## src/clock_gen_pkg.sv

```systemverilog
// Shared constants, types and helpers of the internal clock generator.
package clock_gen_pkg;

    // ------------------------------------------------------------
    // Register map
    // ------------------------------------------------------------
    localparam logic [7:0] CTRL_OFS = 8'h00;
    localparam logic [7:0] MULT_OFS = 8'h04;
    localparam logic [7:0] TRIM_OFS = 8'h08;
    localparam logic [7:0] DIV_OFS = 8'h0C;
    localparam logic [7:0] STAGE_OFS = 8'h10;
    localparam logic [2:0] IDX_CTRL = 3'h0;
    localparam logic [2:0] IDX_MULT = 3'h1;
    localparam logic [2:0] IDX_TRIM = 3'h2;
    localparam logic [2:0] IDX_DIV = 3'h3;
    localparam logic [2:0] IDX_STAGE = 3'h4;
    localparam logic [2:0] IDX_NONE = 3'h7;

    // ------------------------------------------------------------
    // Control register fields
    // ------------------------------------------------------------
    localparam int BIT_IRQ_EN = 7;
    localparam int BIT_FAULT = 6;
    localparam int BIT_MON_EN = 5;
    localparam int BIT_SEL = 4;
    localparam int BIT_INT_EN = 3;
    localparam int BIT_INT_STABLE = 2;
    localparam int BIT_EXT_EN = 1;
    localparam int BIT_EXT_STABLE = 0;

    // ------------------------------------------------------------
    // Reset values
    // ------------------------------------------------------------
    localparam logic [6:0] MULT_RESET = 7'h15;
    localparam logic [7:0] TRIM_RESET = 8'h80;
    localparam logic [3:0] DIV_RESET = 4'h4;
    localparam logic [7:0] STAGE_RESET = 8'h80;

    // ------------------------------------------------------------
    // Oscillator and loop filter
    // ------------------------------------------------------------
    localparam logic [3:0] EXP_MAX = 4'h9;
    localparam logic [11:0] COMBINED_MAX = 12'h9FF;
    localparam logic [11:0] COARSE_STEP = 12'h020;
    localparam logic [11:0] FINE_STEP = 12'h001;
    localparam logic [5:0] STAGE_BASE = 6'h11;
    localparam logic [5:0] STAGE_INC = 6'h02;
    localparam logic [5:0] STAGE_LONG_TOP = 6'h22;
    localparam logic [2:0] RING_TOP_CODE = 3'h7;
    localparam logic [1:0] CORR_BASE_LAST = 2'h3;
    localparam logic [15:0] CORR_BASE_PERIODS = 16'h0004;
    localparam logic [23:0] ERR_COARSE_PCT = 24'h00000F;
    localparam logic [23:0] ERR_STABLE_PCT = 24'h000005;
    localparam logic [23:0] PCT_FULL = 24'h000064;
    localparam int BASE_REF_FREQ_HZ = 307200;

    // ------------------------------------------------------------
    // Timing
    // ------------------------------------------------------------
    localparam int CLK_PERIOD_NS = 10;
    localparam int LOSS_TIME_NS = 20000;
    localparam logic [11:0] LOSS_CYCLES = 12'(LOSS_TIME_NS / CLK_PERIOD_NS);

    // ------------------------------------------------------------
    // Bus carriers
    // ------------------------------------------------------------
    typedef struct packed {
        logic psel;
        logic penable;
        logic pwrite;
        logic [7:0] paddr;
        logic [31:0] pwdata;
    } apb_req_t;

    typedef struct packed {
        logic pready;
        logic pslverr;
        logic [31:0] prdata;
    } apb_rsp_t;

    // Codes above the top one behave as the top one
    function automatic logic [3:0] eff_exp(input logic [3:0] code);
        eff_exp = (code > EXP_MAX) ? EXP_MAX : code;
    endfunction

endpackage

```

## src/ring_period_gen.sv

```systemverilog
// Variable-delay ring model with fine adjust over a 32-cycle pattern.
`timescale 1ns/1ns
module ring_period_gen (
    // Clock and reset
    input wire logic core_clk,
    input wire logic rst_n,
    // Control
    input wire logic run,
    input wire logic [7:0] stage_word,
    // Ring output
    output logic ring_tick
);
    import clock_gen_pkg::*;

    typedef struct packed {
        logic [5:0] delay_cnt;
        logic [4:0] cycle_idx;
        logic tick;
    } ring_state_t;

    ring_state_t s_reg, s_next;
    logic [5:0] base_len;
    logic [5:0] period;

    always_comb begin
        base_len = STAGE_BASE + STAGE_INC * {3'h0, stage_word[7:5]};
        period = base_len;
        if (s_reg.cycle_idx < stage_word[4:0]) begin
            period = (stage_word[7:5] == RING_TOP_CODE) ? STAGE_LONG_TOP : base_len + STAGE_INC;
        end
        s_next = s_reg;
        s_next.tick = 1'b0;
        if (!run) begin
            s_next.delay_cnt = 6'h00;
            s_next.cycle_idx = 5'h00;
        end else if (s_reg.delay_cnt >= period - 6'h01) begin
            s_next.delay_cnt = 6'h00;
            s_next.cycle_idx = s_reg.cycle_idx + 5'h01;
            s_next.tick = 1'b1;
        end else begin
            s_next.delay_cnt = s_reg.delay_cnt + 6'h01;
        end
    end

    always_ff @(posedge core_clk or negedge rst_n) begin
        if (!rst_n) begin
            s_reg <= '0;
        end else begin
            s_reg <= s_next;
        end
    end

    assign ring_tick = s_reg.tick;
endmodule

```

## src/binary_divider.sv

```systemverilog
// Power-of-two divider between ring output and internal clock.
`timescale 1ns/1ns
module binary_divider (
    // Clock and reset
    input wire logic core_clk,
    input wire logic rst_n,
    // Control
    input wire logic run,
    input wire logic [3:0] exponent,
    input wire logic ring_tick,
    // Divided output
    output logic out_tick
);
    import clock_gen_pkg::*;

    typedef struct packed {
        logic [8:0] cnt;
        logic tick;
    } div_state_t;

    div_state_t s_reg, s_next;
    logic [8:0] last;

    always_comb begin
        // divide by two to the exponent
        last = 9'((10'h001 << eff_exp(exponent)) - 10'h001);
        s_next = s_reg;
        s_next.tick = 1'b0;
        if (!run) begin
            s_next.cnt = 9'h000;
        end else if (ring_tick) begin
            if (s_reg.cnt >= last) begin
                s_next.cnt = 9'h000;
                s_next.tick = 1'b1;
            end else begin
                s_next.cnt = s_reg.cnt + 9'h001;
            end
        end
    end

    always_ff @(posedge core_clk or negedge rst_n) begin
        if (!rst_n) begin
            s_reg <= '0;
        end else begin
            s_reg <= s_next;
        end
    end

    assign out_tick = s_reg.tick;
endmodule

```

## src/internal_clock_gen.sv

```systemverilog
// Internal clock generator: registers, loop filter, monitor, source switch.
//
// Design decisions made here: the APB register port and the address map.
`timescale 1ns/1ns
// ----------------------------------------------------------------
// How it works
// - Reading control while fault set arms the flag clear.
// - Lost selected source is deselected; other one drives base clock.
// - Divider divides ring output by two to the exponent, up to 512.
// - Exponent codes above nine behave as nine.
// - Loop moves exponent only by carry or borrow from the stage word.
// - Upper stage bits pick 17 to 31 stage delays in steps of two.
// - Lower stage bits set long-point cycles out of every 32.
// - Top ring code forms its long point as 34 delays.
// - Above 15 percent error, corrections step the lowest ring bit.
// - The smallest correction is one stage word count.
// - Loop targets multiply factor times base reference frequency.
// - Monitor enable refused until internal clock stable again.
// - No interlock blocks multiply factor changes while running.
// - Loop restarts settling on reset, factor, trim or enable.
// - Each correction spans four base reference periods.
// - Coarse steps: eight corrections double or halve the period.
// - Source select write needs requested clock enabled and stable.
// - Monitor enable sets only with both clocks enabled and stable.
// - Internal stable set once error is within 5 percent.
// - Exponent and stage word writable only while generator is off.
// ----------------------------------------------------------------
module internal_clock_gen (
    // Clock and reset
    input wire logic core_clk,
    input wire logic rst_n,
    // Register bus
    input wire clock_gen_pkg::apb_req_t apb_i,
    output clock_gen_pkg::apb_rsp_t apb_o,
    // Clock sources
    input wire logic base_ref_tick,
    input wire logic ext_clk_tick,
    input wire logic ext_clk_ready,
    // Clock outputs
    output logic internal_clock,
    output logic selected_base_clock,
    output logic clock_select
);
    import clock_gen_pkg::*;

    // ------------------------------------------------------------
    // State
    // ------------------------------------------------------------
    typedef struct packed {
        logic irq_en;
        logic fault;
        logic mon_en;
        logic sel;
        logic int_en;
        logic int_stable;
        logic ext_en;
        logic ext_stable;
    } ctrl_t;

    typedef struct packed {
        ctrl_t ctrl;
        logic fault_armed;
        logic [6:0] mult;
        logic [7:0] trim;
        logic [11:0] combined;
        logic restart;
        logic int_en_d;
        logic [1:0] base_cnt;
        logic [15:0] win_cnt;
        logic win_open;
        logic [11:0] int_idle;
        logic [11:0] ext_idle;
        logic sel_pulse;
        logic pready;
        logic pslverr;
        logic [31:0] prdata;
    } gen_state_t;

    gen_state_t s_reg, s_next;
    logic ring_tick;
    logic int_tick;

    // ------------------------------------------------------------
    // Address decode
    // ------------------------------------------------------------
    function automatic logic [2:0] reg_index(input logic [7:0] addr);
        case (addr)
            CTRL_OFS: reg_index = IDX_CTRL;
            MULT_OFS: reg_index = IDX_MULT;
            TRIM_OFS: reg_index = IDX_TRIM;
            DIV_OFS: reg_index = IDX_DIV;
            STAGE_OFS: reg_index = IDX_STAGE;
            default: reg_index = IDX_NONE;
        endcase
    endfunction

    // ------------------------------------------------------------
    // Oscillator
    // ------------------------------------------------------------
    ring_period_gen u_ring (
        .core_clk(core_clk),
        .rst_n(rst_n),
        .run(s_reg.ctrl.int_en),
        .stage_word(s_reg.combined[7:0]),
        .ring_tick(ring_tick)
    );

    binary_divider u_div (
        .core_clk(core_clk),
        .rst_n(rst_n),
        .run(s_reg.ctrl.int_en),
        .exponent(s_reg.combined[11:8]),
        .ring_tick(ring_tick),
        .out_tick(int_tick)
    );

    // ------------------------------------------------------------
    // Next state
    // ------------------------------------------------------------
    logic setup;
    logic access;
    logic [2:0] idx;
    logic [7:0] wd;
    logic [15:0] target;
    logic [23:0] diff;
    logic [11:0] step;
    logic [12:0] sum;
    logic set_fault;
    logic int_lost;
    logic ext_lost;

    always_comb begin
        s_next = s_reg;
        setup = apb_i.psel && !apb_i.penable;
        access = apb_i.psel && apb_i.penable && s_reg.pready;
        idx = reg_index(apb_i.paddr);
        wd = apb_i.pwdata[7:0];
        target = 16'h0000;
        diff = 24'h000000;
        step = FINE_STEP;
        sum = 13'h0000;
        set_fault = 1'b0;
        int_lost = 1'b0;
        ext_lost = 1'b0;

        // No wait state; the setup cycle registers every answer so it comes from a flop
        s_next.pready = setup;
        s_next.restart = 1'b0;
        s_next.int_en_d = s_reg.ctrl.int_en;
        s_next.pslverr = setup && (idx == IDX_NONE);
        if (setup) begin
            case (idx)
                IDX_CTRL: s_next.prdata = {24'h000000, s_reg.ctrl};
                IDX_MULT: s_next.prdata = {25'h0000000, s_reg.mult};
                IDX_TRIM: s_next.prdata = {24'h000000, s_reg.trim};
                IDX_DIV: s_next.prdata = {28'h0000000, s_reg.combined[11:8]};
                IDX_STAGE: s_next.prdata = {24'h000000, s_reg.combined[7:0]};
                default: s_next.prdata = 32'h00000000;
            endcase
        end

        if (access && !apb_i.pwrite && idx == IDX_CTRL && s_reg.ctrl.fault) begin
            s_next.fault_armed = 1'b1;
        end

        if (access && apb_i.pwrite) begin
            case (idx)
                IDX_CTRL: begin
                    if (s_reg.fault_armed && !wd[BIT_FAULT]) begin
                        s_next.ctrl.fault = 1'b0;
                    end
                    s_next.fault_armed = 1'b0;
                    // Selected source cannot be switched off
                    if (wd[BIT_INT_EN] || s_reg.ctrl.sel) begin
                        s_next.ctrl.int_en = wd[BIT_INT_EN];
                    end
                    if (wd[BIT_EXT_EN] || !s_reg.ctrl.sel) begin
                        s_next.ctrl.ext_en = wd[BIT_EXT_EN];
                    end
                    // switch only to a ready clock
                    if (wd[BIT_SEL] && s_reg.ctrl.ext_en && s_reg.ctrl.ext_stable) begin
                        s_next.ctrl.sel = 1'b1;
                    end else if (!wd[BIT_SEL] && s_reg.ctrl.int_en && s_reg.ctrl.int_stable) begin
                        s_next.ctrl.sel = 1'b0;
                    end
                    s_next.ctrl.mon_en = wd[BIT_MON_EN] && s_reg.ctrl.int_en
                        && s_reg.ctrl.int_stable && s_reg.ctrl.ext_en && s_reg.ctrl.ext_stable;
                    s_next.ctrl.irq_en = wd[BIT_IRQ_EN] && s_next.ctrl.mon_en;
                end
                IDX_MULT: begin
                    s_next.mult = apb_i.pwdata[6:0];
                    s_next.restart = 1'b1;
                end
                IDX_TRIM: begin
                    s_next.trim = wd;
                    s_next.restart = 1'b1;
                end
                IDX_DIV: begin
                    if (!s_reg.ctrl.int_en) begin
                        s_next.combined[11:8] = apb_i.pwdata[3:0];
                    end
                end
                IDX_STAGE: begin
                    if (!s_reg.ctrl.int_en) begin
                        s_next.combined[7:0] = wd;
                    end
                end
                default: begin
                end
            endcase
        end

        // External side stability follows its enable and the ready input
        s_next.ctrl.ext_stable = s_reg.ctrl.ext_en && ext_clk_ready;

        // ----------------------------------------------------------
        // Loop filter
        // ----------------------------------------------------------
        // target is four times factor
        target = CORR_BASE_PERIODS * {9'h000, s_reg.mult};
        diff = (s_reg.win_cnt > target) ? {8'h00, s_reg.win_cnt - target}
            : {8'h00, target - s_reg.win_cnt};
        if (!s_reg.ctrl.int_en || s_reg.restart || (s_reg.ctrl.int_en && !s_reg.int_en_d)) begin
            s_next.base_cnt = 2'h0;
            s_next.win_cnt = 16'h0000;
            s_next.win_open = 1'b0;
            s_next.ctrl.int_stable = 1'b0;
        end else if (base_ref_tick && !s_reg.win_open) begin
            // Open on a base edge so the first window is full length
            s_next.win_open = 1'b1;
            s_next.win_cnt = {15'h0000, int_tick};
        end else if (base_ref_tick && s_reg.base_cnt == CORR_BASE_LAST) begin
            s_next.base_cnt = 2'h0;
            s_next.win_cnt = {15'h0000, int_tick};
            // coarse steps halve or double in eight
            step = (diff * PCT_FULL > {8'h00, target} * ERR_COARSE_PCT) ? COARSE_STEP : FINE_STEP;
            // one step on the joined value
            if (s_reg.win_cnt > target) begin
                sum = {1'b0, s_reg.combined} + {1'b0, step};
                s_next.combined = (sum > {1'b0, COMBINED_MAX}) ? COMBINED_MAX : sum[11:0];
            end else if (s_reg.win_cnt < target) begin
                s_next.combined = (s_reg.combined < step) ? 12'h000 : s_reg.combined - step;
            end
            if (diff * PCT_FULL <= {8'h00, target} * ERR_STABLE_PCT) begin
                s_next.ctrl.int_stable = 1'b1;
            end
        end else begin
            if (base_ref_tick) begin
                s_next.base_cnt = s_reg.base_cnt + 2'h1;
            end
            if (int_tick && s_reg.win_cnt != 16'hFFFF) begin
                s_next.win_cnt = s_reg.win_cnt + 16'h0001;
            end
        end

        // ----------------------------------------------------------
        // Clock monitor
        // ----------------------------------------------------------
        if (!s_reg.ctrl.mon_en) begin
            s_next.int_idle = 12'h000;
            s_next.ext_idle = 12'h000;
        end else begin
            s_next.int_idle = int_tick ? 12'h000
                : (s_reg.int_idle == LOSS_CYCLES ? LOSS_CYCLES : s_reg.int_idle + 12'h001);
            s_next.ext_idle = ext_clk_tick ? 12'h000
                : (s_reg.ext_idle == LOSS_CYCLES ? LOSS_CYCLES : s_reg.ext_idle + 12'h001);
            int_lost = (s_reg.int_idle == LOSS_CYCLES);
            ext_lost = (s_reg.ext_idle == LOSS_CYCLES);
            set_fault = int_lost || ext_lost;
        end
        // fail over to the live source
        if (int_lost && !s_reg.ctrl.sel) begin
            s_next.ctrl.sel = 1'b1;
        end else if (ext_lost && s_reg.ctrl.sel) begin
            s_next.ctrl.sel = 1'b0;
        end
        // New loss beats a clear in the same cycle
        if (set_fault) begin
            s_next.ctrl.fault = 1'b1;
        end

        s_next.sel_pulse = s_reg.ctrl.sel ? ext_clk_tick : int_tick;
    end

    // ------------------------------------------------------------
    // Registers
    // ------------------------------------------------------------
    always_ff @(posedge core_clk or negedge rst_n) begin
        if (!rst_n) begin
            s_reg <= '0;
            s_reg.ctrl.int_en <= 1'b1;
            s_reg.mult <= MULT_RESET;
            s_reg.trim <= TRIM_RESET;
            s_reg.combined <= {DIV_RESET, STAGE_RESET};
            s_reg.restart <= 1'b1;
        end else begin
            s_reg <= s_next;
        end
    end

    // ------------------------------------------------------------
    // Outputs
    // ------------------------------------------------------------
    assign apb_o.pready = s_reg.pready;
    assign apb_o.pslverr = s_reg.pslverr;
    assign apb_o.prdata = s_reg.prdata;
    assign internal_clock = int_tick;
    assign selected_base_clock = s_reg.sel_pulse;
    assign clock_select = s_reg.ctrl.sel;
endmodule

```

## config.mk

```make
export PLATFORM = sky130hd
export DESIGN_NAME = internal_clock_gen
export DESIGN_NICKNAME = d
export VERILOG_FILES = /design/src/clock_gen_pkg.sv /design/src/ring_period_gen.sv /design/src/binary_divider.sv /design/src/internal_clock_gen.sv
export SDC_FILE = /design/constraint.sdc
export NUM_CORES = 1
export LEC_CHECK = 0
export ABC_AREA = 1
export ABC_CLOCK_PERIOD_IN_PS = 10000
export BUFFER_PORTS_ARGS = -buffer_cell sky130_fd_sc_hd__buf_2
export CAP_MARGIN = 20
export CORE_MARGIN = 3
export CORE_UTILIZATION = 31
export CTS_CLUSTER_SIZE = 16
export DETAILED_ROUTE_END_ITERATION = 6
export PLACE_DENSITY = 0.52
export RECOVER_POWER = 50
export SLEW_MARGIN = 20
export SYNTH_ARGS = -nofsm -noshare
export SYNTH_HDL_FRONTEND = slang
export SYNTH_SLANG_ARGS = --single-unit
```

## constraint.sdc

```tcl
create_clock -name core_clk -period 10 [get_ports core_clk]
set_input_delay 1 -clock core_clk [delete_from_list [all_inputs] [get_ports core_clk]]
set_output_delay 1 -clock core_clk [all_outputs]
set_load 0.02 [all_outputs]
```

==> impl_metrics.ini <==
[run_status]
outcome = finished, violations left
failed_checks = max-capacitance violations, max-slew violations

[floorplan]
start_util_pct = 31.88
chipWidth_um = 195.6
core-area_um2 = 34970
die_h_um = 195.6
num_rows = 68
pin_count = 85
dieArea_um2 = 38270

[drt]
drcViolationCount = 0
top_layer = met5
dr.pass1.iters = 5
wl_met2_um = 13030
drt_wl_total_um = 28300
wl_met1_um = 13600
drt-initial-drc-count = 499
route.met3.wl_um = 1008
wl_per_cell_um = 14.05
avgViaCountPerCell = 4.797
final_antenna_net_count = 0
vias = 9661

[hold_path]
worstHoldStart = s_reg[47]
hold_path.class = reg -> reg

[timing]
fin_tns_setup_ns = 0
final_max_slew_viol_count = 117
setup_violations = 0
max_freq_ghz = 0.1106
worst_pin_slew_ns = 3.841
hold_viol = 0
slew_headroom_pct = -156.1
finalCritPeriodShare_pct = 90.46
rsz0062_at_grt = no
fin_worst_skew_ns = 0.01374
fin_crit_ns = 9.046
postLayoutSetupSlackWorst_ns = 0.9544

[synth]
synth.top_cell.area_share_pct = 23.80
synth_area_leaders = dfrtp_1 24%, ha_1 17%, nand2_1 9.9%
synthTopCellsByCount = 294 x nand2_1, 242 x inv_1, 147 x ha_1
ys_async_sr_fraction_pct = 100.0
synth-seq-cells = 114
yosysSeqAreaShare_pct = 25.68
synth-main-ff-cell = dfrtp_1
yosysMostFrequentCell = nand2_1
netlist_area_um2 = 11150
synth_warnings = 0
synth_edf_count = 0
ys_types = 55
syn_inst = 1516
synth.largest_area_cell = dfrtp_1
syn_area_per_cell_um2 = 7.353

[grt]
grt_start_max_net_pins = 69
gr-total-overflow = 0
grt_pass1_vias = 9503
grt_util_all_layers_pct = 15.02
antenna_found_initial = 1
grt_pass1_wl_um = 47420

[cts]
cts_buffers = 17
ctsHoldBuffers = 0
htreeDepth = 4
clk_path_buf_depth = 2
post_cts_resized = 0
worstSkewPairLatency_ns = 0.42
cts_sinks = 114
cts_setup_buffers = 0
cts_tree = done
cts-root-buf = clkbuf_16
path_clk_slew_ns = 0.06

[layout]
multi_input_area_um2 = 7084
seq_area_um2 = 2863
nFillCells = 3738
nets = 1765
area_growth_pct = 9.979
drive_above_1_share_pct = 6.286
largest_reg_flops = 79
num_antenna_cells = 0

[setup_path]
cp_common_cell = nand2_1
arrival_ns = 9.40
worstSetupStartpoint = s_reg[105]
cp_max_fo = 23
max_stage_delay_ns = 0.71
critPathSlowestCell = dfrtp_1
start_kind = flip-flop
required_ns = 10.35
crit_type = reg -> reg
reg2reg_from = s_reg[105]
worstSetupEndpointType = flip-flop

[placement]
place_ws_ns = 0.9979
numPortBuffers = 36
gp_congestion = 0.8653
dp_hpwl_um = 22760

[job]
maxCapViolCount = 2
-- layout by cell type, fill, tap and decap left out, types with 4 or more instances in the layout --
master,n
conb_1,24
inv_2,8
xor2_1,46
buf_2,20
nor4_1,8
nor2_1,127
o31ai_1,8
clkinv_1,4
or2_2,6
nor3b_1,5
clkbuf_16,17
a21oi_1,85
a211oi_1,4
nand3b_1,4
o21ai_1,14
nand2_1,294
dfrtp_1,106
o22ai_1,10
inv_1,242
a31oi_1,5
ha_1,147
nand2_2,5
o21bai_1,8
fa_1,24
nand4_1,20
a21o_1,7
inv_6,4
nand3_1,85
clkbuf_1,18
o21ai_0,89
dfstp_2,7
xnor2_1,17
o211ai_1,9
nor2_2,4
nor3_1,34
-- through the flow --
step	instance area [µm²]	utilization [%]	hold slack (ns)	std cells
6_report	12260	35.06	0.4718	2014
5_1_grt	12260	35.06	0.5030	2014
4_1_cts	12290	35.14	0.4803	2014
3_5_place_dp	11680	33.41	0.4713	1982
3_3_place_gp	11680	33.41	0.4575	1982
2_1_floorplan	11230	-	0.3863	1539
-- metal layers --
metal	GRT usage [%]	vias to the layer above
met5	0	-
met4	4.647	2
met3	2.519	42
met2	24.72	165
met1	20.20	4469
li1	-	4983
-- logic make-up (layout without fill, tap and decap cells) --
| group | count (synthesis) | after routing | synth area share [%] |
|---|---|---|---|
| simple gates | 602 | 602 | 23.58 |
| other cells | 1 | 24 | 0.03364 |
| flops | 114 | 114 | 25.68 |
| fa+ha+maj | 171 | 171 | 20.81 |
| buf+inv | 306 | 326 | 11.54 |
| compound gates | 257 | 257 | 13.20 |
| mux | 2 | 2 | 0.2020 |
| xor+xnor | 63 | 63 | 4.950 |
-- path summary, 6_finish.rpt --
| path | to | slack (ns) | depth (start not counted) |
|---|---|---|---|
| min in group asynchronous | selected_base_clock | 1.37 | 1 |
| worst min register to register | s_reg[47] | 0.47 | 1 |
| worst min-delay path | s_reg[47] | 0.47 | 1 |
| max in group asynchronous | s_reg[64] | 3.99 | 2 |
| worst max register to register | s_reg[80] | 0.95 | 47 |
| worst max-delay path | s_reg[80] | 0.95 | 47 |
-- final cells by class --
type	instances	share of cell area, %
clock buffers	17	3.470
clock inverters	15	1.480
inverters	254	7.777
multi-input cells	1119	57.79
flip-flops and latches	114	23.35
well taps	455	4.644
repair buffers	40	1.490
-- critical path: cells and delay by family (launching register included) --
kind	cells	cell delay (ns)
DFF	1	0.71
buffers and inverters	8	0.99
AOI/OAI and AO/OA	5	1.07
and+or+nand+nor	25	3.56
adders and majority gates	7	2.17
xor gates and xnor gates	2	0.47
Power is left out: the tool's default activity adds up to more than one toggle a clock period on the data nets, which glitch-free logic cannot reach.
